==> config.mk <==
export PLATFORM = sky130hd
export DESIGN_NAME = bmrs_top
export DESIGN_NICKNAME = d
export VERILOG_FILES = /design/src/core/bmrs_pkg.sv /design/src/core/bmrs_top.sv
export SDC_FILE = /design/constraint.sdc
export NUM_CORES = 1
export LEC_CHECK = 0
export BUFFER_PORTS_ARGS = -buffer_cell sky130_fd_sc_hd__buf_2
export CAP_MARGIN = 15
export CELL_PAD_IN_SITES_DETAIL_PLACEMENT = 0
export CELL_PAD_IN_SITES_GLOBAL_PLACEMENT = 1
export CORE_MARGIN = 3
export CORE_UTILIZATION = 37
export CTS_CLUSTER_DIAMETER = 60
export DETAILED_ROUTE_END_ITERATION = 6
export PLACE_DENSITY = 0.8
export SLEW_MARGIN = 10
export SYNTH_ARGS = -nofsm -noshare
export SYNTH_HDL_FRONTEND = slang
export SYNTH_SLANG_ARGS = --single-unit
export TNS_END_PERCENT = 20
==> constraint.sdc <==
create_clock -name mclk -period 1.74 [get_ports mclk]
set_input_delay 0.174 -clock mclk [delete_from_list [all_inputs] [get_ports mclk]]
set_output_delay 0.174 -clock mclk [all_outputs]
set_load 0.01 [all_outputs]
==> src/core/bmrs_pkg.sv <==
package bmrs_pkg;

  // ****************************************
  // widths and codes
  // ****************************************
  localparam int          IR_W          = 2;
  localparam int          BSR_W         = 5;
  localparam int          ADDR_W        = 24;
  localparam int          CNT_W         = 32;
  localparam logic [23:0] RESET_VECTOR  = 24'h00_0000;
  localparam logic [1:0]  IR_BYPASS     = 2'h3;
  localparam logic [1:0]  IR_SAMPLE     = 2'h1;
  localparam logic [1:0]  IR_CAPTURE    = 2'h1;
  localparam logic        SELECT_IDLE   = 1'h1;
  localparam logic        SELECT_ACTIVE = 1'h0;

  // ****************************************
  // carriers
  // ****************************************
  typedef struct packed {
    logic eprom;
    logic link;
    logic sel_pin;
  } bmrs_strap_t;

  typedef struct packed {
    logic tck;
    logic tms;
    logic tdi;
    logic trst_n;
  } bmrs_jtag_t;

  localparam bmrs_strap_t STRAP_RESET = 3'h0;
  // test pins rest at their idle high levels, test reset held, so no false edge follows reset
  localparam bmrs_jtag_t  JTAG_RESET  = 4'he;

  typedef enum logic [4:0] {
    BM_NONE  = 5'h01,
    BM_HOST  = 5'h02,
    BM_LINK  = 5'h04,
    BM_EPROM = 5'h08,
    BM_RSVD  = 5'h10
  } bmrs_mode_t;

  typedef enum logic [15:0] {
    TS_TLR    = 16'h0001,
    TS_RTI    = 16'h0002,
    TS_SEL_DR = 16'h0004,
    TS_CAP_DR = 16'h0008,
    TS_SH_DR  = 16'h0010,
    TS_EX1_DR = 16'h0020,
    TS_PA_DR  = 16'h0040,
    TS_EX2_DR = 16'h0080,
    TS_UP_DR  = 16'h0100,
    TS_SEL_IR = 16'h0200,
    TS_CAP_IR = 16'h0400,
    TS_SH_IR  = 16'h0800,
    TS_EX1_IR = 16'h1000,
    TS_PA_IR  = 16'h2000,
    TS_EX2_IR = 16'h4000,
    TS_UP_IR  = 16'h8000
  } bmrs_tap_t;

endpackage : bmrs_pkg

==> src/core/bmrs_top.sv <==
// Behaviour
// - link strap high selects link booting only with eprom strap 0 and select input 1; low selects EPROM, host or no booting
// - eprom strap 1, link strap 0: boot memory select driven as EPROM chip select
// - in multiprocessor systems only the bus master drives boot memory select
// - select input low with both straps 0 means no booting, run external memory
// - straps 0 0 with select input 1 selects host booting
// - straps 0 1 with select input 1 selects link port booting
// - select pin is driven only in EPROM mode; otherwise it stays an input
// - one instruction cycle per core clock period, no multiply or divide
// - reset gives a defined state, then execution starts at the reset vector
// - TMS steers the test state machine, TDI shifts in, TDO shifts out
// - scan logic runs from the core clock and steps on TCK edges, which pass through a two-stage synchroniser as an asynchronous input
`timescale 1ns/1ps
module bmrs_top #(
  parameter logic [bmrs_pkg::ADDR_W-1:0] RESET_VECTOR = bmrs_pkg::RESET_VECTOR
) (
  input  wire logic                          mclk,
  input  wire logic                          srst,
  input  wire logic                          eprom_boot_strap,
  input  wire logic                          link_boot_strap,
  input  wire logic                          boot_memory_select_i,
  output logic                               boot_memory_select_o,
  output logic                               boot_memory_select_oe,
  input  wire logic                          bus_master,
  input  wire logic                          eprom_select_req,
  input  wire bmrs_pkg::bmrs_jtag_t          jtag,
  output logic                               tdo,
  output bmrs_pkg::bmrs_mode_t               boot_mode,
  output logic                               strap_reserved,
  output logic                               core_run,
  output logic                               fetch_start,
  output logic [bmrs_pkg::ADDR_W-1:0]        fetch_addr,
  output logic [bmrs_pkg::CNT_W-1:0]         instr_count
);
  import bmrs_pkg::*;

  // ****************************************
  // strap decode
  // ****************************************
  function automatic bmrs_mode_t decode_mode(input bmrs_strap_t s);
    bmrs_mode_t m;
    m = BM_RSVD;
    if (s.eprom && !s.link) begin
      m = BM_EPROM;
    end else if (s.eprom && s.link) begin
      m = BM_RSVD;
    end else if (s.link) begin
      m = s.sel_pin ? BM_LINK : BM_RSVD;
    end else begin
      m = s.sel_pin ? BM_HOST : BM_NONE;
    end
    return m;
  endfunction : decode_mode

  // ****************************************
  // boot mode and reset entry
  // ****************************************
  bmrs_strap_t              boot_strap;
  bmrs_strap_t              next_boot_strap;
  logic                     pending;
  logic                     next_pending;
  bmrs_mode_t               next_boot_mode;
  logic                     next_strap_reserved;
  logic                     next_core_run;
  logic                     next_fetch_start;
  logic [ADDR_W-1:0]        next_fetch_addr;
  logic [CNT_W-1:0]         next_instr_count;
  logic                     next_sel_o;
  logic                     next_sel_oe;

  always_comb begin
    next_boot_strap     = boot_strap;
    next_pending        = 1'h0;
    next_boot_mode      = boot_mode;
    next_strap_reserved = strap_reserved;
    next_core_run       = core_run;
    next_fetch_start    = 1'h0;
    next_fetch_addr     = fetch_addr;
    next_instr_count    = instr_count;
    next_sel_o          = SELECT_IDLE;
    next_sel_oe         = 1'h0;
    if (srst) begin
      // straps followed every cycle of reset, last value kept
      next_boot_strap.eprom   = eprom_boot_strap;
      next_boot_strap.link    = link_boot_strap;
      next_boot_strap.sel_pin = boot_memory_select_i;
      next_pending        = 1'h1;
      next_boot_mode      = BM_NONE;
      next_strap_reserved = 1'h0;
      next_core_run       = 1'h0;
      next_fetch_addr     = RESET_VECTOR;
      next_instr_count    = '0;
    end else begin
      if (pending) begin
        next_boot_mode      = decode_mode(boot_strap);
        next_strap_reserved = (decode_mode(boot_strap) == BM_RSVD);
        next_core_run       = 1'h1;
        next_fetch_start    = 1'h1;
        next_fetch_addr     = RESET_VECTOR;
      end
      if (core_run) begin
        next_instr_count = instr_count + CNT_W'(1);
      end
      // pin driven only in EPROM mode and only while bus master
      next_sel_oe = (boot_mode == BM_EPROM) && bus_master;
      if ((boot_mode == BM_EPROM) && eprom_select_req && core_run) begin
        next_sel_o = SELECT_ACTIVE;
      end
    end
  end

  always_ff @(posedge mclk) begin
    boot_strap            <= next_boot_strap;
    pending               <= next_pending;
    boot_mode             <= next_boot_mode;
    strap_reserved        <= next_strap_reserved;
    core_run              <= next_core_run;
    fetch_start           <= next_fetch_start;
    fetch_addr            <= next_fetch_addr;
    instr_count           <= next_instr_count;
    boot_memory_select_o  <= next_sel_o;
    boot_memory_select_oe <= next_sel_oe;
  end

  // ****************************************
  // test clock synchroniser
  // ****************************************
  bmrs_jtag_t jsync1;
  bmrs_jtag_t jsync2;
  logic       tck_d;
  logic       tck_rise;
  logic       tck_fall;

  always_ff @(posedge mclk) begin
    if (srst) begin
      jsync1 <= JTAG_RESET;
      jsync2 <= JTAG_RESET;
      tck_d  <= JTAG_RESET.tck;
    end else begin
      jsync1 <= jtag;
      jsync2 <= jsync1;
      tck_d  <= jsync2.tck;
    end
  end

  always_comb begin
    tck_rise = jsync2.tck && !tck_d;
    tck_fall = !jsync2.tck && tck_d;
  end

  // ****************************************
  // test access port
  // ****************************************
  bmrs_tap_t             tap;
  bmrs_tap_t             next_tap;
  logic [IR_W-1:0]       ir;
  logic [IR_W-1:0]       next_ir;
  logic [IR_W-1:0]       ir_sh;
  logic [IR_W-1:0]       next_ir_sh;
  logic [BSR_W-1:0]      bsr;
  logic [BSR_W-1:0]      next_bsr;
  logic                  bypass;
  logic                  next_bypass;
  logic                  next_tdo;
  logic                  tms;

  always_comb begin
    tms         = jsync2.tms;
    next_tap    = tap;
    next_ir     = ir;
    next_ir_sh  = ir_sh;
    next_bsr    = bsr;
    next_bypass = bypass;
    next_tdo    = tdo;
    if (srst || !jsync2.trst_n) begin
      next_tap = TS_TLR;
      next_ir  = IR_BYPASS;
      next_tdo = 1'h0;
    end else if (tck_rise) begin
      case (tap)
        TS_TLR:    next_tap = tms ? TS_TLR : TS_RTI;
        TS_RTI:    next_tap = tms ? TS_SEL_DR : TS_RTI;
        TS_SEL_DR: next_tap = tms ? TS_SEL_IR : TS_CAP_DR;
        TS_CAP_DR: next_tap = tms ? TS_EX1_DR : TS_SH_DR;
        TS_SH_DR:  next_tap = tms ? TS_EX1_DR : TS_SH_DR;
        TS_EX1_DR: next_tap = tms ? TS_UP_DR : TS_PA_DR;
        TS_PA_DR:  next_tap = tms ? TS_EX2_DR : TS_PA_DR;
        TS_EX2_DR: next_tap = tms ? TS_UP_DR : TS_SH_DR;
        TS_UP_DR:  next_tap = tms ? TS_SEL_DR : TS_RTI;
        TS_SEL_IR: next_tap = tms ? TS_TLR : TS_CAP_IR;
        TS_CAP_IR: next_tap = tms ? TS_EX1_IR : TS_SH_IR;
        TS_SH_IR:  next_tap = tms ? TS_EX1_IR : TS_SH_IR;
        TS_EX1_IR: next_tap = tms ? TS_UP_IR : TS_PA_IR;
        TS_PA_IR:  next_tap = tms ? TS_EX2_IR : TS_PA_IR;
        TS_EX2_IR: next_tap = tms ? TS_UP_IR : TS_SH_IR;
        TS_UP_IR:  next_tap = tms ? TS_SEL_DR : TS_RTI;
        default:   next_tap = TS_TLR;
      endcase
      case (tap)
        TS_TLR: begin
          next_ir = IR_BYPASS;
        end
        TS_CAP_DR: begin
          // pin levels as seen by the core
          next_bsr    = {eprom_boot_strap, link_boot_strap, boot_memory_select_i,
                         boot_memory_select_o, boot_memory_select_oe};
          next_bypass = 1'h0;
        end
        TS_SH_DR: begin
          if (ir == IR_SAMPLE) begin
            next_bsr = {jsync2.tdi, bsr[BSR_W-1:1]};
          end else begin
            next_bypass = jsync2.tdi;
          end
        end
        TS_CAP_IR: begin
          next_ir_sh = IR_CAPTURE;
        end
        TS_SH_IR: begin
          next_ir_sh = {jsync2.tdi, ir_sh[IR_W-1:1]};
        end
        TS_UP_IR: begin
          next_ir = ir_sh;
        end
        default: begin
          next_ir = ir;
        end
      endcase
    end else if (tck_fall) begin
      // output changes on the falling test clock edge
      if (tap == TS_SH_DR) begin
        next_tdo = (ir == IR_SAMPLE) ? bsr[0] : bypass;
      end else if (tap == TS_SH_IR) begin
        next_tdo = ir_sh[0];
      end else begin
        next_tdo = 1'h0;
      end
    end
  end

  always_ff @(posedge mclk) begin
    tap    <= next_tap;
    ir     <= next_ir;
    ir_sh  <= next_ir_sh;
    bsr    <= next_bsr;
    bypass <= next_bypass;
    tdo    <= next_tdo;
  end

endmodule : bmrs_top

### Word level (Yosys, flattened, before mapping)

Index checks and enable logic that the tools add are counted.

* flip-flop bits (word level): 82
* bits of input ports: 11
* output and inout port bits: 67
* logic and storage cells: 105

* add/sub/neg operators: 1
* eq/ne operators: 21
* muxes and demuxes: 32
* bitwise gates (word level): 2
* reductions and logical operators: 23

Operator list (count)
* $pmux 16 s12: 1
* $mux 5: 7
* $add 32x1->32 const B: 1
* $mux 16: 2
* $mux 9: 2
* $eq 16x1->1 const B: 1
* $eq 16x10->1 const B: 1
* $eq 16x11->1 const B: 1
* $eq 16x12->1 const B: 1
* $eq 16x13->1 const B: 1
* $eq 16x14->1 const B: 1
* $eq 16x15->1 const B: 1
* $eq 16x16->1 const B: 1
* $eq 16x2->1 const B: 1
* $eq 16x3->1 const B: 1
* $eq 16x4->1 const B: 1
* $eq 16x5->1 const B: 1
* $eq 16x6->1 const B: 1
* $eq 16x7->1 const B: 1
* $eq 16x8->1 const B: 1
* $eq 16x9->1 const B: 1
* $mux 15: 1
* $mux 13: 1
* $mux 11: 1
* other kinds (23): 47

### Depth between registers and ports, before layout

* word-level depth: 7
* mapped depth: 7
* gate-level depth less buffers: 5

### Worst setup path before layout

OpenSTA, ideal clock, no wires.

* path type: flip-flop to flip-flop
* start point: register tap[0]
* end point: register bsr[0], data pin
* library setup time: 260 ps
* data arrival time: 1637 ps
* required time: 1480 ps
* path slack: -157 ps
* stages on the path, launching flop included: 6
* buffers on the path: 1
* clock period less this slack: 1897 ps
* cell sequence: dfxtp_1 -> buf_6 -> nor4_4 -> nand4_2 -> nor2_4 -> mux2_2

* longest elaborated chain between the ends: 2
* elaborated cells on any way between the ends: 3
* those cells by class: eq/ne (2); mux (1)

Ends and longest elaborated chain
* start, declared: RTL line bmrs_top.sv:154 `bmrs_tap_t tap;`
* start signal, assigned: RTL line bmrs_top.sv:242 `tap <= next_tap;`
* $eq 16x5->1 or $eq 16x4->1 (tied branches): RTL line bmrs_top.sv:199 `case (tap)`
* $pmux 5 s2 (*): RTL line bmrs_top.sv:199
* end signal, assigned: RTL line bmrs_top.sv:245 `bsr <= next_bsr;`
* end, declared: RTL line bmrs_top.sv:160 `logic [BSR_W-1:0] bsr;`

Every way passes the cells marked *; elsewhere a longest branch is shown, timed or not.
A chain may end at the register's enable or synchronous reset.

### Final worst setup path

* start point: register tap[1]
* end point: register tap[12]

* longest elaborated chain between the ends: 3
* elaborated cells on any way between the ends: 20
* those cells by class: eq/ne (16); mux (1); reduce/logical (3)

Ends and longest elaborated chain
* $eq 16x16->1 (tied with other cells): RTL line bmrs_top.sv:180 `case (tap)`
* $reduce_or 3->1 (no line) or $reduce_or 2->1 (tied branches)
* $pmux 16 s12 (*): RTL line bmrs_top.sv:180

Marked as above.

==> flow_summary_export.csv <==
group,metric,value,unit
placed_design,place_congestion,0.8440,
die,chipHeight,109.4,um
die,core_area,10370,um2
synth,synthFlopType,"dfxtp_1",
power_and_ir_drop,peakVddDrop,0.0004598,V
final_layout,fillers,1006,
worst_setup_path,worst_r2r_endpoint,"tap[12]",
final_layout,regArea,1757,um2
clock_tree,cts_setup_buffers,0,
routing,vias_per_cell,4.871,
timing,rsz0062_at_grt,"yes",
routing,drc,0,
worst_setup_path,rrSetupSlack,-0.05,ns
final_layout,nNetsFinal,552,
die,die_area,11960,um2
routing,ant_nets,0,
clock_tree,cts.sinks,82,
die,die_w,109.4,um
worst_setup_path,path_cells,"nor4_4, buf_4, nand2_4, or3_4, or3_4, a21oi_2",
final_layout,diodes,0,
synth,syn_area,3953,um2
synth,synthCells,440,
worst_setup_path,cpPeakStageDelay,0.37,ns
placed_design,pre_cts_slack,-0.1564,ns
worst_setup_path,rr_worst_depth,6,
grt,grt_max_degree,27,
status,status,"finished, violations left",
synth,ys_ff_latch,82,
status,violations,"negative setup slack",
worst_setup_path,worstSetupPathType,"flop to flop",
final_layout,drive_gt1_frac,0.3339,
placed_design,dp_hpwl,6625,um
synth,synth_area_leaders,"dfxtp_1 (36%), edfxtp_1 (8.4%), xnor2_1 (6.0%)",
power_and_ir_drop,p_total,0.003432,W
die,start_util,0.3812,
hold_path,hp-start,"eprom_select_req",
clock_tree,cts_tree,"done",
synth,async_flop_share,0,
die,rows,37,
final_layout,final_cell_mix,"dfxtp_1 (67), buf_4 (62), buf_2 (53)",
routing,dr.pass1.iters,4,
timing,layout_setup_ws,-0.04820,ns
timing,drv_slew,0,
hold_path,hp-class,"input port to flop",
grt,grt_pass1_vias,3153,
grt,grt_overflow,0,
clock_tree,htree_levels,3,
power_and_ir_drop,p_per_area,687.6,nW/um2
synth,yosysWarnings,0,
grt,antenna_found_initial,0,
worst_setup_path,arrival,2.07,ns
worst_setup_path,crit_path_frequent_cell,"or3_4",
synth,yosysUniqueCellTypes,56,
synth,ys_seq_area_frac,0.4432,
worst_setup_path,crit_fanout,5,
run,cap_violations,0,
grt,grt_pass1_wl,14890,um
synth,avgSynthCellArea,8.983,um2
grt,track_usage,0.1554,
timing,fmax,0.5592,GHz
routing,vias,3317,
worst_setup_path,slowest_stage,"or3_4",
timing,setup_viol_count_final,10,
final_layout,multi_input_area,2106,um2
die,io_pins,78,
placed_design,port_buffers,53,
worst_setup_path,critPathLaunch,"tap[1]",
synth,netlist.area_leader.share,0.3596,
clock_tree,clockRootBuffer,"clkbuf_8",
timing,hold_violations,0,
clock_tree,clk_latency,0.34,ns
final_layout,final_common_cell,"dfxtp_1",
clock_tree,clkTransAtPathRegs,0.08,ns
worst_setup_path,critPathCapture,"tap[12]",
routing,post_drt_wl_per_cell,13.32,um
worst_setup_path,worstPathRequired,2.02,ns
synth,synth_area_leader_cell,"dfxtp_1",
final_layout,syn_to_final_growth,26.27,%
routing,drt_iter0_drc,134,
timing,finalCritPeriodShare,1.028,
worst_setup_path,cp-end-kind,"flop",
worst_setup_path,r2r-start,"tap[1]",
worst_setup_path,worstSetupStartpointType,"flop",
timing,fin_crit,1.788,ns
clock_tree,clock_path_buffers,2,
routing,wirelength,9068,um
synth,synth_edf_count,11,
timing,finClkSkew,0.01635,ns
clock_tree,numCtsBuffers,9,
power_and_ir_drop,p_leak,1.946,nW
[registers in the layout, summed over array words and instances, names as in the netlist, 2 cells and up]
name and count:
jsync2 3, bsr 5, boot_strap 3, jsync1 4, boot_mode 5, ir 2, tap 16, instr_count 32
ir_sh 2
[per-layer routing]
| metal | wire (um) | global-route usage | share of wire | up-vias |
|---|---|---|---|---|
| met2 | 4291 | 0.2428 | 0.47 | 65 |
| li1 | - | - | - | 1678 |
| met3 | 342 | 0.03641 | 0.038 | 15 |
| met5 | 0 | 0 | 0 | - |
| met1 | 4258 | 0.2076 | 0.47 | 1559 |
| met4 | 176 | 0.06144 | 0.019 | 0 |
[worst max-delay path: cells and delay by family (launching register included)]
family	cells	cell delay (ns)
AOI/OAI and AO/OA	1	0.13
and+or+nand+nor	4	1.07
buffers and inverters	1	0.19
DFF	1	0.34
[cells in the mapped netlist, drive strengths merged (2+ instances only)]
library cell and number:
mux2i 2, nor3b 4, mux2 6, nor4b 3, nand4 14, or2 8, o21ai 9, nand2b 10
dfxtp 71, a22oi 3, or3 9, and3 3, nand2 33, a21oi 24, inv 8, nor3 18
clkbuf 18, xnor2 27, buf 32, nor2b 8, and2 5, nor4 16, and4 5, xor2 9
nor2 50, edfxtp 11, o31a 2, nand3 14
[area by class of cell]
type                    count  share of cell area
multi-input cells         323              0.4219
clock buffers              12             0.03109
repair buffers            116              0.1484
well taps                 136             0.03409
clock inverters             4            0.006518
inverters                   8            0.006017
flip-flops and latches     82              0.3520
[how the worst min path moves through the flow]
stage	endpoint	slack, ns	cells past startpoint
6_report	boot_memory_select_o	0.03	2
3_3_place_gp	boot_memory_select_o	0.37	2
2_1_floorplan	pending	0.20	0
4_1_cts	boot_strap[0]	0.007	1
3_5_place_dp	jsync1[1]	0.38	2
5_1_grt	jsync1[1]	0.02	2
[metrics by stage]
| step | hold slack, ns | setup TNS, ns | std cells | area, um2 | util |
|---|---|---|---|---|---|
| after floorplan | 0.2017 | -1.721 | 463 | 4069 | - |
| after global placement | 0.3720 | -1.414 | 664 | 4658 | 0.4492 |
| after detailed placement | 0.3766 | -1.699 | 664 | 4658 | 0.4492 |
| after CTS | 0.006626 | -0.2558 | 680 | 4881 | 0.4707 |
| after global routing | 0.01662 | -1.651 | 681 | 4991 | 0.4813 |
| final | 0.02501 | -0.3175 | 681 | 4991 | 0.4813 |
[cell families after synthesis]
group / synth area share
buffers and inverters: 0.08547
other: 0.0009488
adder cells (fa/ha/maj): 0.003165
multiplexers: 0.02216
AO/OA/AOI/OAI: 0.07408
AND/OR/NAND/NOR: 0.2912
flip-flops: 0.4432
XOR/XNOR: 0.07977
[timing repair]
action	CTS	global route
hold buffers	0	1
pin swaps	0	2
setup endpoints to repair	18	31
endpoints found under the hold margin	0	1
cloned	0	0
resized for setup	10	20
[where the power goes]
group,switching (W),internal [W]
Sequential,0.0000237,0.00194
Combinational,0.000101,0.0000618
Clock,0.000692,0.000609
Total,0.000816,0.00262
Power figures use the tool's default switching activity.
